File: config.mk
export PLATFORM = sky130hd
export DESIGN_NAME = suad_store_unit
export DESIGN_NICKNAME = d
export VERILOG_FILES = /design/src/suad_pkg.sv /design/src/suad_ext.sv /design/src/suad_store_unit.sv
export VERILOG_INCLUDE_DIRS = /design/src /design/src/src
export SDC_FILE = /design/constraint.sdc
export NUM_CORES = 1
export LEC_CHECK = 0
export BUFFER_PORTS_ARGS = -buffer_cell sky130_fd_sc_hd__buf_4
export CORE_ASPECT_RATIO = 1.1
export CORE_UTILIZATION = 50
export CTS_BUF_LIST = sky130_fd_sc_hd__clkbuf_4
export CTS_CLUSTER_DIAMETER = 40
export DETAILED_ROUTE_END_ITERATION = 12
export GPL_ROUTABILITY_DRIVEN = 0
export PLACE_DENSITY = 0.75
export REMOVE_ABC_BUFFERS = 1
export SLEW_MARGIN = 40
export SYNTH_ARGS = -nofsm -noshare
export SYNTH_HDL_FRONTEND = slang
export SYNTH_SLANG_ARGS = --single-unit
File: constraint.sdc
create_clock -name mclk_in -period 11.5 [get_ports mclk_in]
set_input_delay 2.3 -clock mclk_in [delete_from_list [all_inputs] [get_ports mclk_in]]
set_output_delay 2.3 -clock mclk_in [all_outputs]
set_load 0.05 [all_outputs]
File: src/suad_consts.svh
// Constants for the store unit address and data path
`ifndef SUAD_CONSTS_SVH
`define SUAD_CONSTS_SVH

`define SUAD_XLEN           32
`define SUAD_SHORT_DISP_W   10
`define SUAD_LONG_DISP_W    16
`define SUAD_TINY_DISP_W    4
`define SUAD_BPOS_W         3
`define SUAD_BYTE_MSB       7
`define SUAD_HALF_MSB       15
`define SUAD_UPPER_LSB      16
`define SUAD_REG_IDX_W      4
`define SUAD_IMPLICIT_BASE  4'hf
`define SUAD_INC_WORD       32'h0000_0004
`define SUAD_INC_BYTE       32'h0000_0001
`define SUAD_INC_HALF       32'h0000_0001
`define SUAD_PAIR_STEP      32'h0000_0004
`define SUAD_BIT_ONE        8'h01
`define SUAD_WORD_ZERO      32'h0000_0000

`endif

File: src/suad_pkg.sv
// Types shared by the store unit address and data path
`include "suad_consts.svh"
package suad_pkg;

   typedef enum logic [2:0] {
      SUAD_OP_POINTER_WORD = 3'h0, // store_pointer_word
      SUAD_OP_DATA_WORD    = 3'h1, // store_data_word
      SUAD_OP_LOW_BYTE     = 3'h2, // store_low_byte
      SUAD_OP_LOW_HALF     = 3'h3, // store_low_half
      SUAD_OP_UPPER_FRAC   = 3'h4, // store_upper_half_fraction
      SUAD_OP_DATA_PAIR    = 3'h5, // store_data_pair
      SUAD_OP_POINTER_PAIR = 3'h6, // store_pointer_pair
      SUAD_OP_SINGLE_BIT   = 3'h7  // store_single_bit
   } suad_op_e;

   typedef enum logic [3:0] {
      SUAD_MODE_DIRECT_ADDR   = 4'h0, // direct_address_format, address formed outside
      SUAD_MODE_BASE_DISP     = 4'h1, // base_displacement_format
      SUAD_MODE_PRE_INC       = 4'h2,
      SUAD_MODE_POST_INC      = 4'h3,
      SUAD_MODE_CIRCULAR      = 4'h4, // address formed outside
      SUAD_MODE_BIT_REVERSE   = 4'h5, // address formed outside
      SUAD_MODE_BASE_WIDE     = 4'h6, // base_wide_displacement_format
      SUAD_MODE_SHORT_IND     = 4'h7, // short_indirect_format
      SUAD_MODE_SHORT_IMPL_B  = 4'h8, // short_implicit_base_format
      SUAD_MODE_SHORT_IMPL_R  = 4'h9, // short_implicit_reg_format
      SUAD_MODE_SHORT_POST    = 4'ha, // short_indirect_format, post-increment
      SUAD_MODE_DIRECT_BIT    = 4'hb  // direct_bit_format
   } suad_mode_e;

   typedef enum logic [1:0] {
      SUAD_SIZE_BYTE = 2'h0,
      SUAD_SIZE_HALF = 2'h1,
      SUAD_SIZE_WORD = 2'h2
   } suad_size_e;

   // Gray coded along IDLE -> ISSUE -> SECOND, and IDLE -> RD_REQ -> RD_WAIT -> ISSUE
   typedef enum logic [2:0] {
      SUAD_ST_IDLE    = 3'h0,
      SUAD_ST_ISSUE   = 3'h1,
      SUAD_ST_SECOND  = 3'h3,
      SUAD_ST_RD_REQ  = 3'h4,
      SUAD_ST_RD_WAIT = 3'h5
   } suad_state_e;

   typedef struct packed {
      suad_op_e                          op;
      suad_mode_e                        mode;
      logic [`SUAD_REG_IDX_W-1:0]        base_idx;
      logic [`SUAD_XLEN-1:0]             base_val;
      logic [`SUAD_XLEN-1:0]             implicit_base_val;
      logic [`SUAD_XLEN-1:0]             src_lo;
      logic [`SUAD_XLEN-1:0]             src_hi;
      logic [`SUAD_LONG_DISP_W-1:0]      disp;
      logic [`SUAD_BPOS_W-1:0]           bit_pos;
      logic                              bit_val;
      logic [`SUAD_XLEN-1:0]             ext_addr;
   } suad_req_s;

   typedef struct packed {
      logic                              we;
      suad_size_e                        size;
      logic [`SUAD_XLEN-1:0]             addr;
      logic [`SUAD_XLEN-1:0]             data;
   } suad_mem_s;

   typedef struct packed {
      logic [`SUAD_REG_IDX_W-1:0]        idx;
      logic [`SUAD_XLEN-1:0]             data;
   } suad_wb_s;

endpackage : suad_pkg

File: src/suad_ext.sv
// Displacement field extender to a full address word
`timescale 1ns/10ps
`default_nettype none
`include "suad_consts.svh"
module suad_ext #(
   parameter int unsigned IN_W   = 10,
   parameter bit          SIGNED = 1'b1
) (
   input  wire logic [IN_W-1:0]       field_in,
   output logic      [`SUAD_XLEN-1:0] value_out
);

   logic fill;

   assign fill      = SIGNED & field_in[IN_W-1];
   assign value_out = {{(`SUAD_XLEN-IN_W){fill}}, field_in};

endmodule : suad_ext
`default_nettype wire

File: src/suad_store_unit.sv
// Store unit: effective address, store data placement and base update
`timescale 1ns/10ps
`default_nettype none
`include "suad_consts.svh"
module suad_store_unit
   import suad_pkg::*;
(
   input  wire logic      mclk_in,
   input  wire logic      sys_rst_in,
   input  wire logic      req_valid_in,
   input  wire suad_req_s req_in,
   output logic           req_ready_out,
   output logic           req_error_out,
   output logic           mem_req_out,
   output suad_mem_s      mem_cmd_out,
   input  wire logic      mem_ready_in,
   input  wire logic      mem_rvalid_in,
   input  wire logic [7:0] mem_rdata_in,
   output logic           wb_valid_out,
   output suad_wb_s       wb_out,
   output logic           done_out
);

   ////////////////////////////////////////////////////////////////////////////
   // Displacement extension

   logic [`SUAD_XLEN-1:0] short_sx;
   logic [`SUAD_XLEN-1:0] long_sx;
   logic [`SUAD_XLEN-1:0] tiny_zx;

   suad_ext #(.IN_W(`SUAD_SHORT_DISP_W), .SIGNED(1'b1)) u_short_ext (
      .field_in  (req_in.disp[`SUAD_SHORT_DISP_W-1:0]),
      .value_out (short_sx)
   );

   suad_ext #(.IN_W(`SUAD_LONG_DISP_W), .SIGNED(1'b1)) u_long_ext (
      .field_in  (req_in.disp),
      .value_out (long_sx)
   );

   suad_ext #(.IN_W(`SUAD_TINY_DISP_W), .SIGNED(1'b0)) u_tiny_ext (
      .field_in  (req_in.disp[`SUAD_TINY_DISP_W-1:0]),
      .value_out (tiny_zx)
   );

   ////////////////////////////////////////////////////////////////////////////
   // Request decode

   suad_state_e           state_reg;
   logic                  accept;
   logic                  legal;
   logic                  is_pair;
   logic                  is_bit;
   logic                  long_mode;
   logic                  short_mode;
   logic [`SUAD_XLEN-1:0] ea;
   logic [`SUAD_XLEN-1:0] short_inc;
   logic [`SUAD_XLEN-1:0] first_data;
   suad_size_e            first_size;
   logic                  wb_pre;
   logic                  wb_post;
   logic [`SUAD_XLEN-1:0] wb_value;

   assign accept  = (state_reg == SUAD_ST_IDLE) & req_valid_in;
   assign is_pair = (req_in.op == SUAD_OP_DATA_PAIR) | (req_in.op == SUAD_OP_POINTER_PAIR);
   assign is_bit  = (req_in.op == SUAD_OP_SINGLE_BIT);

   always_comb begin
      long_mode  = 1'b0;
      short_mode = 1'b0;
      case (req_in.mode)
         SUAD_MODE_DIRECT_ADDR,
         SUAD_MODE_BASE_DISP,
         SUAD_MODE_PRE_INC,
         SUAD_MODE_POST_INC,
         SUAD_MODE_CIRCULAR,
         SUAD_MODE_BIT_REVERSE: long_mode = 1'b1;
         SUAD_MODE_SHORT_IND,
         SUAD_MODE_SHORT_IMPL_B,
         SUAD_MODE_SHORT_IMPL_R,
         SUAD_MODE_SHORT_POST: short_mode = 1'b1;
         default: begin
            long_mode  = 1'b0;
            short_mode = 1'b0;
         end
      endcase
   end

   // Combinations the instruction set cannot encode are refused, nothing is written
   always_comb begin
      if (is_bit) begin
         legal = (req_in.mode == SUAD_MODE_DIRECT_BIT);
      end else if (req_in.mode == SUAD_MODE_BASE_WIDE) begin
         legal = (req_in.op == SUAD_OP_DATA_WORD);
      end else if (short_mode) begin
         legal = (req_in.op == SUAD_OP_POINTER_WORD) | (req_in.op == SUAD_OP_DATA_WORD) |
                 (req_in.op == SUAD_OP_LOW_BYTE) | (req_in.op == SUAD_OP_LOW_HALF);
      end else begin
         legal = long_mode;
      end
   end

   always_comb begin
      case (req_in.mode)
         SUAD_MODE_BASE_DISP:    ea = req_in.base_val + short_sx;
         SUAD_MODE_PRE_INC:      ea = req_in.base_val + short_sx;
         SUAD_MODE_POST_INC:     ea = req_in.base_val;
         SUAD_MODE_BASE_WIDE:    ea = req_in.base_val + long_sx;
         SUAD_MODE_SHORT_IND:    ea = req_in.base_val;
         SUAD_MODE_SHORT_POST:   ea = req_in.base_val;
         SUAD_MODE_SHORT_IMPL_B: ea = req_in.implicit_base_val + tiny_zx;
         SUAD_MODE_SHORT_IMPL_R: ea = req_in.base_val + tiny_zx;
         default:                ea = req_in.ext_addr;
      endcase
   end

   always_comb begin
      case (req_in.op)
         SUAD_OP_LOW_BYTE: short_inc = `SUAD_INC_BYTE;
         // Halfword step kept at one as documented; a two-byte step looks more natural
         SUAD_OP_LOW_HALF: short_inc = `SUAD_INC_HALF;
         default:          short_inc = `SUAD_INC_WORD;
      endcase
   end

   always_comb begin
      first_data = req_in.src_lo;
      first_size = SUAD_SIZE_WORD;
      case (req_in.op)
         SUAD_OP_LOW_BYTE: begin
            first_data = {24'h00_0000, req_in.src_lo[`SUAD_BYTE_MSB:0]};
            first_size = SUAD_SIZE_BYTE;
         end
         SUAD_OP_LOW_HALF: begin
            first_data = {16'h0000, req_in.src_lo[`SUAD_HALF_MSB:0]};
            first_size = SUAD_SIZE_HALF;
         end
         SUAD_OP_UPPER_FRAC: begin
            first_data = {16'h0000, req_in.src_lo[`SUAD_XLEN-1:`SUAD_UPPER_LSB]};
            first_size = SUAD_SIZE_HALF;
         end
         SUAD_OP_SINGLE_BIT: begin
            first_data = `SUAD_WORD_ZERO;
            first_size = SUAD_SIZE_BYTE;
         end
         default: begin
            first_data = req_in.src_lo;
            first_size = SUAD_SIZE_WORD;
         end
      endcase
   end

   assign wb_pre   = (req_in.mode == SUAD_MODE_PRE_INC);
   assign wb_post  = (req_in.mode == SUAD_MODE_POST_INC) | (req_in.mode == SUAD_MODE_SHORT_POST);
   assign wb_value = (req_in.mode == SUAD_MODE_SHORT_POST) ?
                     (req_in.base_val + short_inc) : (req_in.base_val + short_sx);

   ////////////////////////////////////////////////////////////////////////////
   // Sequencer

   logic                     pair_reg;
   logic [`SUAD_XLEN-1:0]    hi_data_reg;
   logic [`SUAD_BPOS_W-1:0]  bpos_reg;
   logic                     bval_reg;
   logic                     post_pending_reg;
   logic                     final_accept;

   assign final_accept = mem_ready_in &
                         (((state_reg == SUAD_ST_ISSUE) & ~pair_reg) | (state_reg == SUAD_ST_SECOND));

   always_ff @(posedge mclk_in) begin
      if (sys_rst_in) begin
         state_reg <= SUAD_ST_IDLE;
      end else begin
         case (state_reg)
            SUAD_ST_IDLE: begin
               if (accept & legal) begin
                  state_reg <= is_bit ? SUAD_ST_RD_REQ : SUAD_ST_ISSUE;
               end
            end
            SUAD_ST_ISSUE: begin
               if (mem_ready_in) begin
                  state_reg <= pair_reg ? SUAD_ST_SECOND : SUAD_ST_IDLE;
               end
            end
            SUAD_ST_SECOND: begin
               if (mem_ready_in) begin
                  state_reg <= SUAD_ST_IDLE;
               end
            end
            SUAD_ST_RD_REQ: begin
               if (mem_ready_in) begin
                  state_reg <= SUAD_ST_RD_WAIT;
               end
            end
            SUAD_ST_RD_WAIT: begin
               if (mem_rvalid_in) begin
                  state_reg <= SUAD_ST_ISSUE;
               end
            end
            default: state_reg <= SUAD_ST_IDLE;
         endcase
      end
   end

   // Operands held for the later beats of a request
   always_ff @(posedge mclk_in) begin
      if (sys_rst_in) begin
         pair_reg    <= 1'b0;
         hi_data_reg <= `SUAD_WORD_ZERO;
         bpos_reg    <= '0;
         bval_reg    <= 1'b0;
      end else if (accept & legal) begin
         pair_reg    <= is_pair;
         hi_data_reg <= req_in.src_hi;
         bpos_reg    <= req_in.bit_pos;
         bval_reg    <= req_in.bit_val;
      end
   end

   always_ff @(posedge mclk_in) begin
      if (sys_rst_in) begin
         req_ready_out <= 1'b1;
      end else if (accept) begin
         req_ready_out <= ~legal;
      end else if (final_accept) begin
         req_ready_out <= 1'b1;
      end
   end

   always_ff @(posedge mclk_in) begin
      if (sys_rst_in) begin
         req_error_out <= 1'b0;
      end else begin
         req_error_out <= accept & ~legal;
      end
   end

   always_ff @(posedge mclk_in) begin
      if (sys_rst_in) begin
         done_out <= 1'b0;
      end else begin
         done_out <= final_accept;
      end
   end

   ////////////////////////////////////////////////////////////////////////////
   // Memory request

   logic [7:0] merged_byte;

   // Read-modify-write keeps the other seven bits; no bit-masked write needed downstream
   assign merged_byte = (mem_rdata_in & ~(`SUAD_BIT_ONE << bpos_reg)) |
                        ({7'h00, bval_reg} << bpos_reg);

   always_ff @(posedge mclk_in) begin
      if (sys_rst_in) begin
         mem_req_out <= 1'b0;
      end else if (accept & legal) begin
         mem_req_out <= 1'b1;
      end else if ((state_reg == SUAD_ST_RD_WAIT) & mem_rvalid_in) begin
         mem_req_out <= 1'b1;
      end else if (mem_ready_in & (state_reg == SUAD_ST_RD_REQ)) begin
         mem_req_out <= 1'b0;
      end else if (final_accept) begin
         mem_req_out <= 1'b0;
      end
   end

   always_ff @(posedge mclk_in) begin
      if (sys_rst_in) begin
         mem_cmd_out <= '0;
      end else if (accept & legal) begin
         mem_cmd_out.we   <= ~is_bit;
         mem_cmd_out.size <= first_size;
         mem_cmd_out.addr <= ea;
         mem_cmd_out.data <= first_data;
      end else if ((state_reg == SUAD_ST_RD_WAIT) & mem_rvalid_in) begin
         mem_cmd_out.we   <= 1'b1;
         mem_cmd_out.data <= {24'h00_0000, merged_byte};
      end else if ((state_reg == SUAD_ST_ISSUE) & mem_ready_in & pair_reg) begin
         mem_cmd_out.addr <= mem_cmd_out.addr + `SUAD_PAIR_STEP;
         mem_cmd_out.data <= hi_data_reg;
      end
   end

   ////////////////////////////////////////////////////////////////////////////
   // Base register update

   always_ff @(posedge mclk_in) begin
      if (sys_rst_in) begin
         post_pending_reg <= 1'b0;
      end else if (accept & legal) begin
         post_pending_reg <= wb_post;
      end else if (final_accept) begin
         post_pending_reg <= 1'b0;
      end
   end

   always_ff @(posedge mclk_in) begin
      if (sys_rst_in) begin
         wb_valid_out <= 1'b0;
      end else begin
         wb_valid_out <= (accept & legal & wb_pre) |
                         (final_accept & post_pending_reg);
      end
   end

   always_ff @(posedge mclk_in) begin
      if (sys_rst_in) begin
         wb_out <= '0;
      end else if (accept & legal) begin
         wb_out.idx  <= req_in.base_idx;
         wb_out.data <= wb_value;
      end
   end

endmodule : suad_store_unit
`default_nettype wire

=== Yosys cells after proc, flatten, opt, wreduce, memory -nomap -nowiden ===
Index checks and enable logic that the tools add are counted.

* Output and inout port bits: 108
* Register bits after elaboration: 149
* Word-level logic and storage cells: 126

* Bitwise operators: 24
* $add $sub $neg: 6
* Shift-type cells: 2
* Multiplexer cells: 31
* Reduce and logical (&&, ||, !) cells: 18
* Equality and inequality tests: 28

{| class="wikitable"
|+ Operators by type and width
! cell !! count
|-
| 32-bit case mux with 5 select lines || 1
|-
| 64-bit two-way mux || 2
|-
| 32-bit case mux with 4 select lines || 1
|-
| 32-bit adder || 3
|-
| 32-bit two-way mux || 3
|-
| 32-bit by 4-bit adder with 32-bit output || 2
|-
| 32-bit by 3-bit adder with 32-bit output (second input constant) || 1
|-
| 3-bit two-way mux || 7
|-
| 3-bit equality test (second input constant) || 6
|-
| 4-bit by 3-bit equality test with 1-bit output (second input constant) || 4
|-
| 4-bit equality test (second input constant) || 4
|-
| 3-bit case mux with 5 select lines || 1
|-
| 1-bit two-way mux || 14
|-
| 1-bit bitwise AND || 11
|-
| 3-bit by 2-bit equality test with 1-bit output (second input constant) || 3
|-
| 8-bit bitwise AND || 1
|-
| 4-bit by 2-bit equality test with 1-bit output (second input constant) || 2
|-
| 2-bit inequality test (second input constant) || 4
|-
| 8-bit inverter || 1
|-
| 8-bit bitwise OR || 1
|-
| 2-bit nonzero test || 4
|-
| 2-bit OR reduction || 4
|-
| 1-bit by 3-bit << shifter with 8-bit output || 1
|-
| 1-bit by 3-bit << shifter with 8-bit output (first input constant) || 1
|-
| other kinds (16) || 27
|}

=== Longest topological paths before layout ===
* Word-level depth: 10
* Gate-level depth with buffers: 18
* Mapped depth without buffers: 14

=== By module ===
Synthesis repeated with hierarchy kept, for this count alone.

* Cells, all modules: 2,010
* Area total of the unflattened synthesis: 14,749.1 um^2

{| class="wikitable"
|+ By module, submodules not included
! module !! seq. area each (um^2) !! cells each !! area each (um^2) !! instances
|-
| suad_store_unit || 2,982.9 || 1,913 || 14,024.7 || 1
|-
| suad_ext (u_long_ext ...) || 0.0 || 32 || 240.2 || 2
|-
| suad_ext (u_tiny_ext) || 0.0 || 33 || 244.0 || 1
|}

=== Least setup slack after synthesis ===
OpenSTA, ideal clock, no wires.

* Kind: input-to-reg
* Start point: input req_in[186] in the netlist's numbering
* End point: register mem_cmd_out[58] in the netlist's numbering
* Data required time: 11.378 ns
* Cell stages on the path: 18
* Path slack: 5.948 ns
* Arrival time: 5.430 ns
* Buffers on the path: 4
* Setup time: 0.122 ns
* Path through: nand4bb_1 buf_2 buf_2 buf_2 buf_2 nand2_1 nand2_1 ha_1 fa_1 nand3_1 nand2_1 inv_1 nor4_4 nand3_1 xor2_1 a221oi_1 a21oi_1 a311o_1

* Longest elaborated chain between the ends: 9
* Elaborated cells on any way between the ends: 27

{| class="wikitable"
|+ RTL lines
! what !! RTL line !! text
|-
| start: declaration || suad_store_unit.sv:11 || <nowiki>input wire suad_req_s req_in,</nowiki>
|-
| 4-bit by 2-bit equality test with 1-bit output, or another cell as far along || suad_store_unit.sv:71, suad_store_unit.sv:104 ||
|-
| 6-bit OR reduction or 4-bit OR reduction (tied branches) || suad_store_unit.sv:71 || <nowiki>case (req_in.mode)</nowiki>
|-
| 1-bit two-way mux || suad_store_unit.sv:71 ||
|-
| 1-bit two-way mux || suad_store_unit.sv:95 || <nowiki>end else if (short_mode) begin</nowiki>
|-
| 1-bit two-way mux || suad_store_unit.sv:93 || <nowiki>end else if (req_in.mode == SUAD_MODE_BASE_WIDE) begin</nowiki>
|-
| 1-bit two-way mux || suad_store_unit.sv:91 || <nowiki>if (is_bit) begin</nowiki>
|-
| 1-bit bitwise AND || suad_store_unit.sv:273 || <nowiki>end else if (accept & legal) begin</nowiki>
|-
| 2-bit by 1-bit inequality test with 1-bit output (no line) or 2-bit nonzero test (tied branches) || n/a ||
|-
| 2-bit AND reduction (no line) || n/a ||
|-
| end: declaration || suad_store_unit.sv:15 || <nowiki>output suad_mem_s mem_cmd_out,</nowiki>
|}

Several ways; a longest one is shown, not always the timed one.
A chain may end at the register's enable or synchronous reset.

=== Worst setup path in the final report ===
Same ends and word-level chain as after synthesis.

==> qor_table.md <==
| Parameter | Reported | Unit |
| --- | --- | --- |
| Maximum number of pins on one net before global-route repair | 94 | - |
| Top-Level Pins | 312 | - |
| Most instantiated library cell after synthesis | sky130_fd_sc_hd__nand2_1 | - |
| Via count | 15100 | - |
| Worst EP arrival | 5.82 | ns |
| Instance count of the mapped netlist | 1773 | - |
| Worst min-delay path category | flop to flop | - |
| Critical path destination | mem_cmd_out[58] | - |
| Final critical-path share of the clock period | 0.465 | - |
| Switching share of total power | 0.435 | - |
| Launching element of the worst setup path | req_in[186] | - |
| CP delay by family, top | simple AND/OR/NAND/NOR gates | - |
| Count of standard-cell rows | 61 | - |
| Final critical path time including I/O delays and setup | 5.35 | ns |
| FF-to-FF setup slack | 8.42 | ns |
| Max-slew violation count | 0 | - |
| Number of cells upsized or downsized after cts | 0 | - |
| Count of synthesis-stage warnings from yosys | 0 | - |
| FF-to-FF path depth | 6 | - |
| Number of failing hold endpoints at the final stage | 0 | - |
| Average cell area after synthesis | 7.24 | um^2 |
| Core Footprint | 25300 | um^2 |
| Max-cap check violation count | 0 | - |
| Register bit total from synthesis | 149 | - |
| Met3 Usage GRT | 0.0672 | - |
| Cell type with the largest total area after synthesis | sky130_fd_sc_hd__dfxtp_1 | - |
| Commonest cells in the synthesized netlist | sky130_fd_sc_hd__nand2_1, sky130_fd_sc_hd__nor2_1, sky130_fd_sc_hd__a21oi_1 | - |
| Clock latency on the worst-skew pair | 0.57 | ns |
| Full die area | 26300 | um^2 |
| GR Util met2 | 0.600 | - |
| Highest cell delay on the worst timing path | 0.54 | ns |
| Critical path startpoint category | input pin | - |
| Clock network power share | 0.225 | - |
| Critical Setup Path Class | input pin to flop | - |
| Via count of the first global-routing pass | 14000 | - |
| First-pass GRT wire length | 75.4 | mm |
| Aggregate global-route resource usage | 0.366 | - |
| Met1 global-route usage | 0.450 | - |
| Launch instance of the worst register-to-register path | state_reg[0] | - |
| Tightest slew margin relative to the limit | 0.467 | - |
| Post-detailed-route DRC marker count | 0 | - |
| Leak pwr | 0.00650 | uW |
| Area fraction of the dominant cell type after synthesis | 0.232 | - |
| PD cells | 111 | nW/um^2 |
| Sum of net half-perimeters after detailed placement | 36.6 | mm |
| Post-route setup TNS | 0 | ns |
| Cell types occupying the most area after synthesis | sky130_fd_sc_hd__dfxtp_1, sky130_fd_sc_hd__nand2_1, sky130_fd_sc_hd__a21oi_1, sky130_fd_sc_hd__ha_1, sky130_fd_sc_hd__xnor2_1 | - |
| Remaining global-route overflow | 0 | - |
| Post-CTS repair timing setup buffer count | 0 | - |
| Top Usage Layer GRT | met2 | - |
| Die boundary width | 155 | um |
| Number of distinct library cell variants in the gate-level netlist after synthesis | 88 | - |
| Required time at the endpoint of the critical path | 11.97 | ns |
| Switching component of the power | 755 | uW |
| Critical Path End Type | flop | - |
| Max Buffers Root-to-Sink | 2 | - |
| Util after Layout | 0.618 | - |
| Internal power | 983 | uW |
| Endpoint of the most critical register-to-register path | mem_cmd_out[52] | - |
| Number of antenna violations at the first check in global routing | 1 | - |
| Die Ht | 170 | um |
| Clk sinks | 149 | - |
| Nets@finish | 2260 | - |
| Number of H-tree branching levels | 4 | - |
| Routed vias/inst | 6.40 | - |
| Status | completed | - |
| Pre-Repair DR Iteration Count | 6 | - |
| Area grow syn2layout | 21.7 | % |
| Count of cell instances traversed by the critical path | 16 | - |
| Register clock-pin slew on the reported worst setup and hold paths | 0.16 | ns |
| Effective utilization at floorplan | 0.508 | - |
| Flip-flop count of the largest register, all copies and words added | 67 | - |
| Sequential group share of total power | 0.346 | - |
| TritonCTS buffer count | 17 | - |
| Hold WS | 0.454 | ns |
| RSZ-0062 raised after global routing | false | - |
| Share of power burned in combinational logic | 0.429 | - |
| DR iter-0 viols | 1599 | - |
| Final setup fails | 0 | - |
| Tightest Pin Transition | 0.792 | ns |
| Ordered list of cells on the worst path | buf_4, nand4bb_2, buf_4, nand2_1, nand2_1, ha_1, fa_1, nand3_1, nand2_1, inv_1, nor4_4, nand3_1, xor2_1, a221oi_1, a21oi_1, a311o_1 | - |
| Post-cts hold buffer count | 0 | - |
| Residual antenna-violating net count after detailed routing | 0 | - |
| Sequential element share of the synthesized area | 0.232 | - |
| Fraction of layout cells with a size suffix above 1 | 0.204 | - |
| Upper clock frequency limit | 187 | MHz |
| Clock tree from TritonCTS | done | - |
| Total wirelength of the detailed-routed design | 49.4 | mm |
| Number of buffers added on ports | 311 | - |
| Critical path fanouts, max | 50 | - |
| Worst-case vdd ir drop | 0.0000604 | V |
| CTS root buf | sky130_fd_sc_hd__clkbuf_4 | - |
| Post-route total power | 1740 | uW |
| Cell with the biggest individual delay on the critical path | sky130_fd_sc_hd__nor4_4 | - |
| Cell area after synthesis | 12800 | um^2 |
| Routed length per placed instance | 21.0 | um |
| Buf/Inv on CP | 3 | - |
| Number of enable-type register cells in the synthesized netlist | 0 | - |
| Fin Clk Skew | 0.0251 | ns |
| Critical Path Most Common Cell | sky130_fd_sc_hd__nand2_1 | - |
| Most used flip-flop cell after synthesis | sky130_fd_sc_hd__dfxtp_1 | - |
| Async S/R FF share, synth | 0 | - |
## cells in the final DEF (no fill, tap or decap), types with 6 or more instances in the layout
cell type                  netlist  layout
sky130_fd_sc_hd__o31ai_1         8       8
sky130_fd_sc_hd__a31oi_1        15      15
sky130_fd_sc_hd__and3_1         14      14
sky130_fd_sc_hd__inv_6           0       6
sky130_fd_sc_hd__dfxtp_1       149     149
sky130_fd_sc_hd__nand4_1        30      30
sky130_fd_sc_hd__xnor2_1        77      77
sky130_fd_sc_hd__nor2_1        162     159
sky130_fd_sc_hd__nand3_1        53      53
sky130_fd_sc_hd__nor2b_1         8       8
sky130_fd_sc_hd__a22oi_1        22      22
sky130_fd_sc_hd__o21bai_1        8       8
sky130_fd_sc_hd__nor4_1         12      11
sky130_fd_sc_hd__or3_1           9       9
sky130_fd_sc_hd__nand2_1       258     256
sky130_fd_sc_hd__and4_1         11      11
sky130_fd_sc_hd__ha_1           61      61
sky130_fd_sc_hd__xor2_1         56      56
sky130_fd_sc_hd__mux2i_1        37      37
sky130_fd_sc_hd__nand2b_1       14      13
sky130_fd_sc_hd__a311oi_1        9       9
sky130_fd_sc_hd__o21ai_0       133     133
sky130_fd_sc_hd__o211ai_1       25      25
sky130_fd_sc_hd__nor3_1         38      37
sky130_fd_sc_hd__a211oi_1       37      37
sky130_fd_sc_hd__a221oi_1       22      22
sky130_fd_sc_hd__o22ai_1        15      14
sky130_fd_sc_hd__o221ai_1       14      14
sky130_fd_sc_hd__o21a_1         10      10
sky130_fd_sc_hd__inv_1          22      22
sky130_fd_sc_hd__a21o_1         46      46
sky130_fd_sc_hd__clkbuf_4        0      17
sky130_fd_sc_hd__a21oi_1       161     161
sky130_fd_sc_hd__and2_1          9       8
sky130_fd_sc_hd__buf_4           0     330
## power groups by stage
stage / sequential, uW / combinational, uW / clock, uW
floorplan: 729 / 338 / 0
global placement: 610 / 720 / 0
detailed placement: 612 / 728 / 0
CTS: 600 / 731 / 392
global route: 606 / 793 / 415
finish: 601 / 747 / 390
## final cells by class
class,instances,area (um^2)
Timing Repair Buffer,331,2490
Clock buffer,17,128
Fill cell,2309,9640
Sequential cell,149,2980
Antenna cell,1,2.50
Multi-Input combinational cell,1472,9320
Clock inverter,14,188
Tap cell,346,433
Inverter,22,82.6
## per-stage QoR
| stage | instances | cell area (um^2) | worst slack, ns |
|---|---|---|---|
| CTS | 2351 | 15600 | 6.28 |
| floorplan | 1643 | 12300 | 4.85 |
| detailed placement | 2320 | 15300 | 5.70 |
| global route | 2352 | 15600 | 6.05 |
| finish | 2352 | 15600 | 6.15 |
| global placement | 2320 | 15300 | 5.79 |
## routing by layer
layer	wire, um	up-vias	part of all wire
li1	-	6931	-
met4	2660	0	0.054
met3	5290	213	0.11
met5	0	-	0
met2	22300	1017	0.45
met1	19100	6891	0.39
## worst min-delay path by stage
stage | startpoint | endpoint | slack (ns) | cells after the start
detailed placement | wb_out[24] | wb_out[24] | 0.44 | 2
finish | wb_out[24] | wb_out[24] | 0.45 | 2
floorplan | pair_reg | pair_reg | 0.43 | 2
CTS | wb_out[24] | wb_out[24] | 0.46 | 2
global placement | wb_out[24] | wb_out[24] | 0.43 | 2
global route | hi_data_reg[28] | hi_data_reg[28] | 0.48 | 2
## worst min-delay path: stages (launching register included)
cell	delay (ns)
sky130_fd_sc_hd__dfxtp_1	0.35
sky130_fd_sc_hd__nand2_1	0.05
sky130_fd_sc_hd__nand2_1	0.04
## logic make-up after synthesis
logic type      synth area share
compound gates             0.301
mux                       0.0324
flops                      0.232
xor+xnor                  0.0908
fa+ha+maj                 0.0626
simple gates               0.234
buf+inv                   0.0467
(Power assumes the default switching activity.)
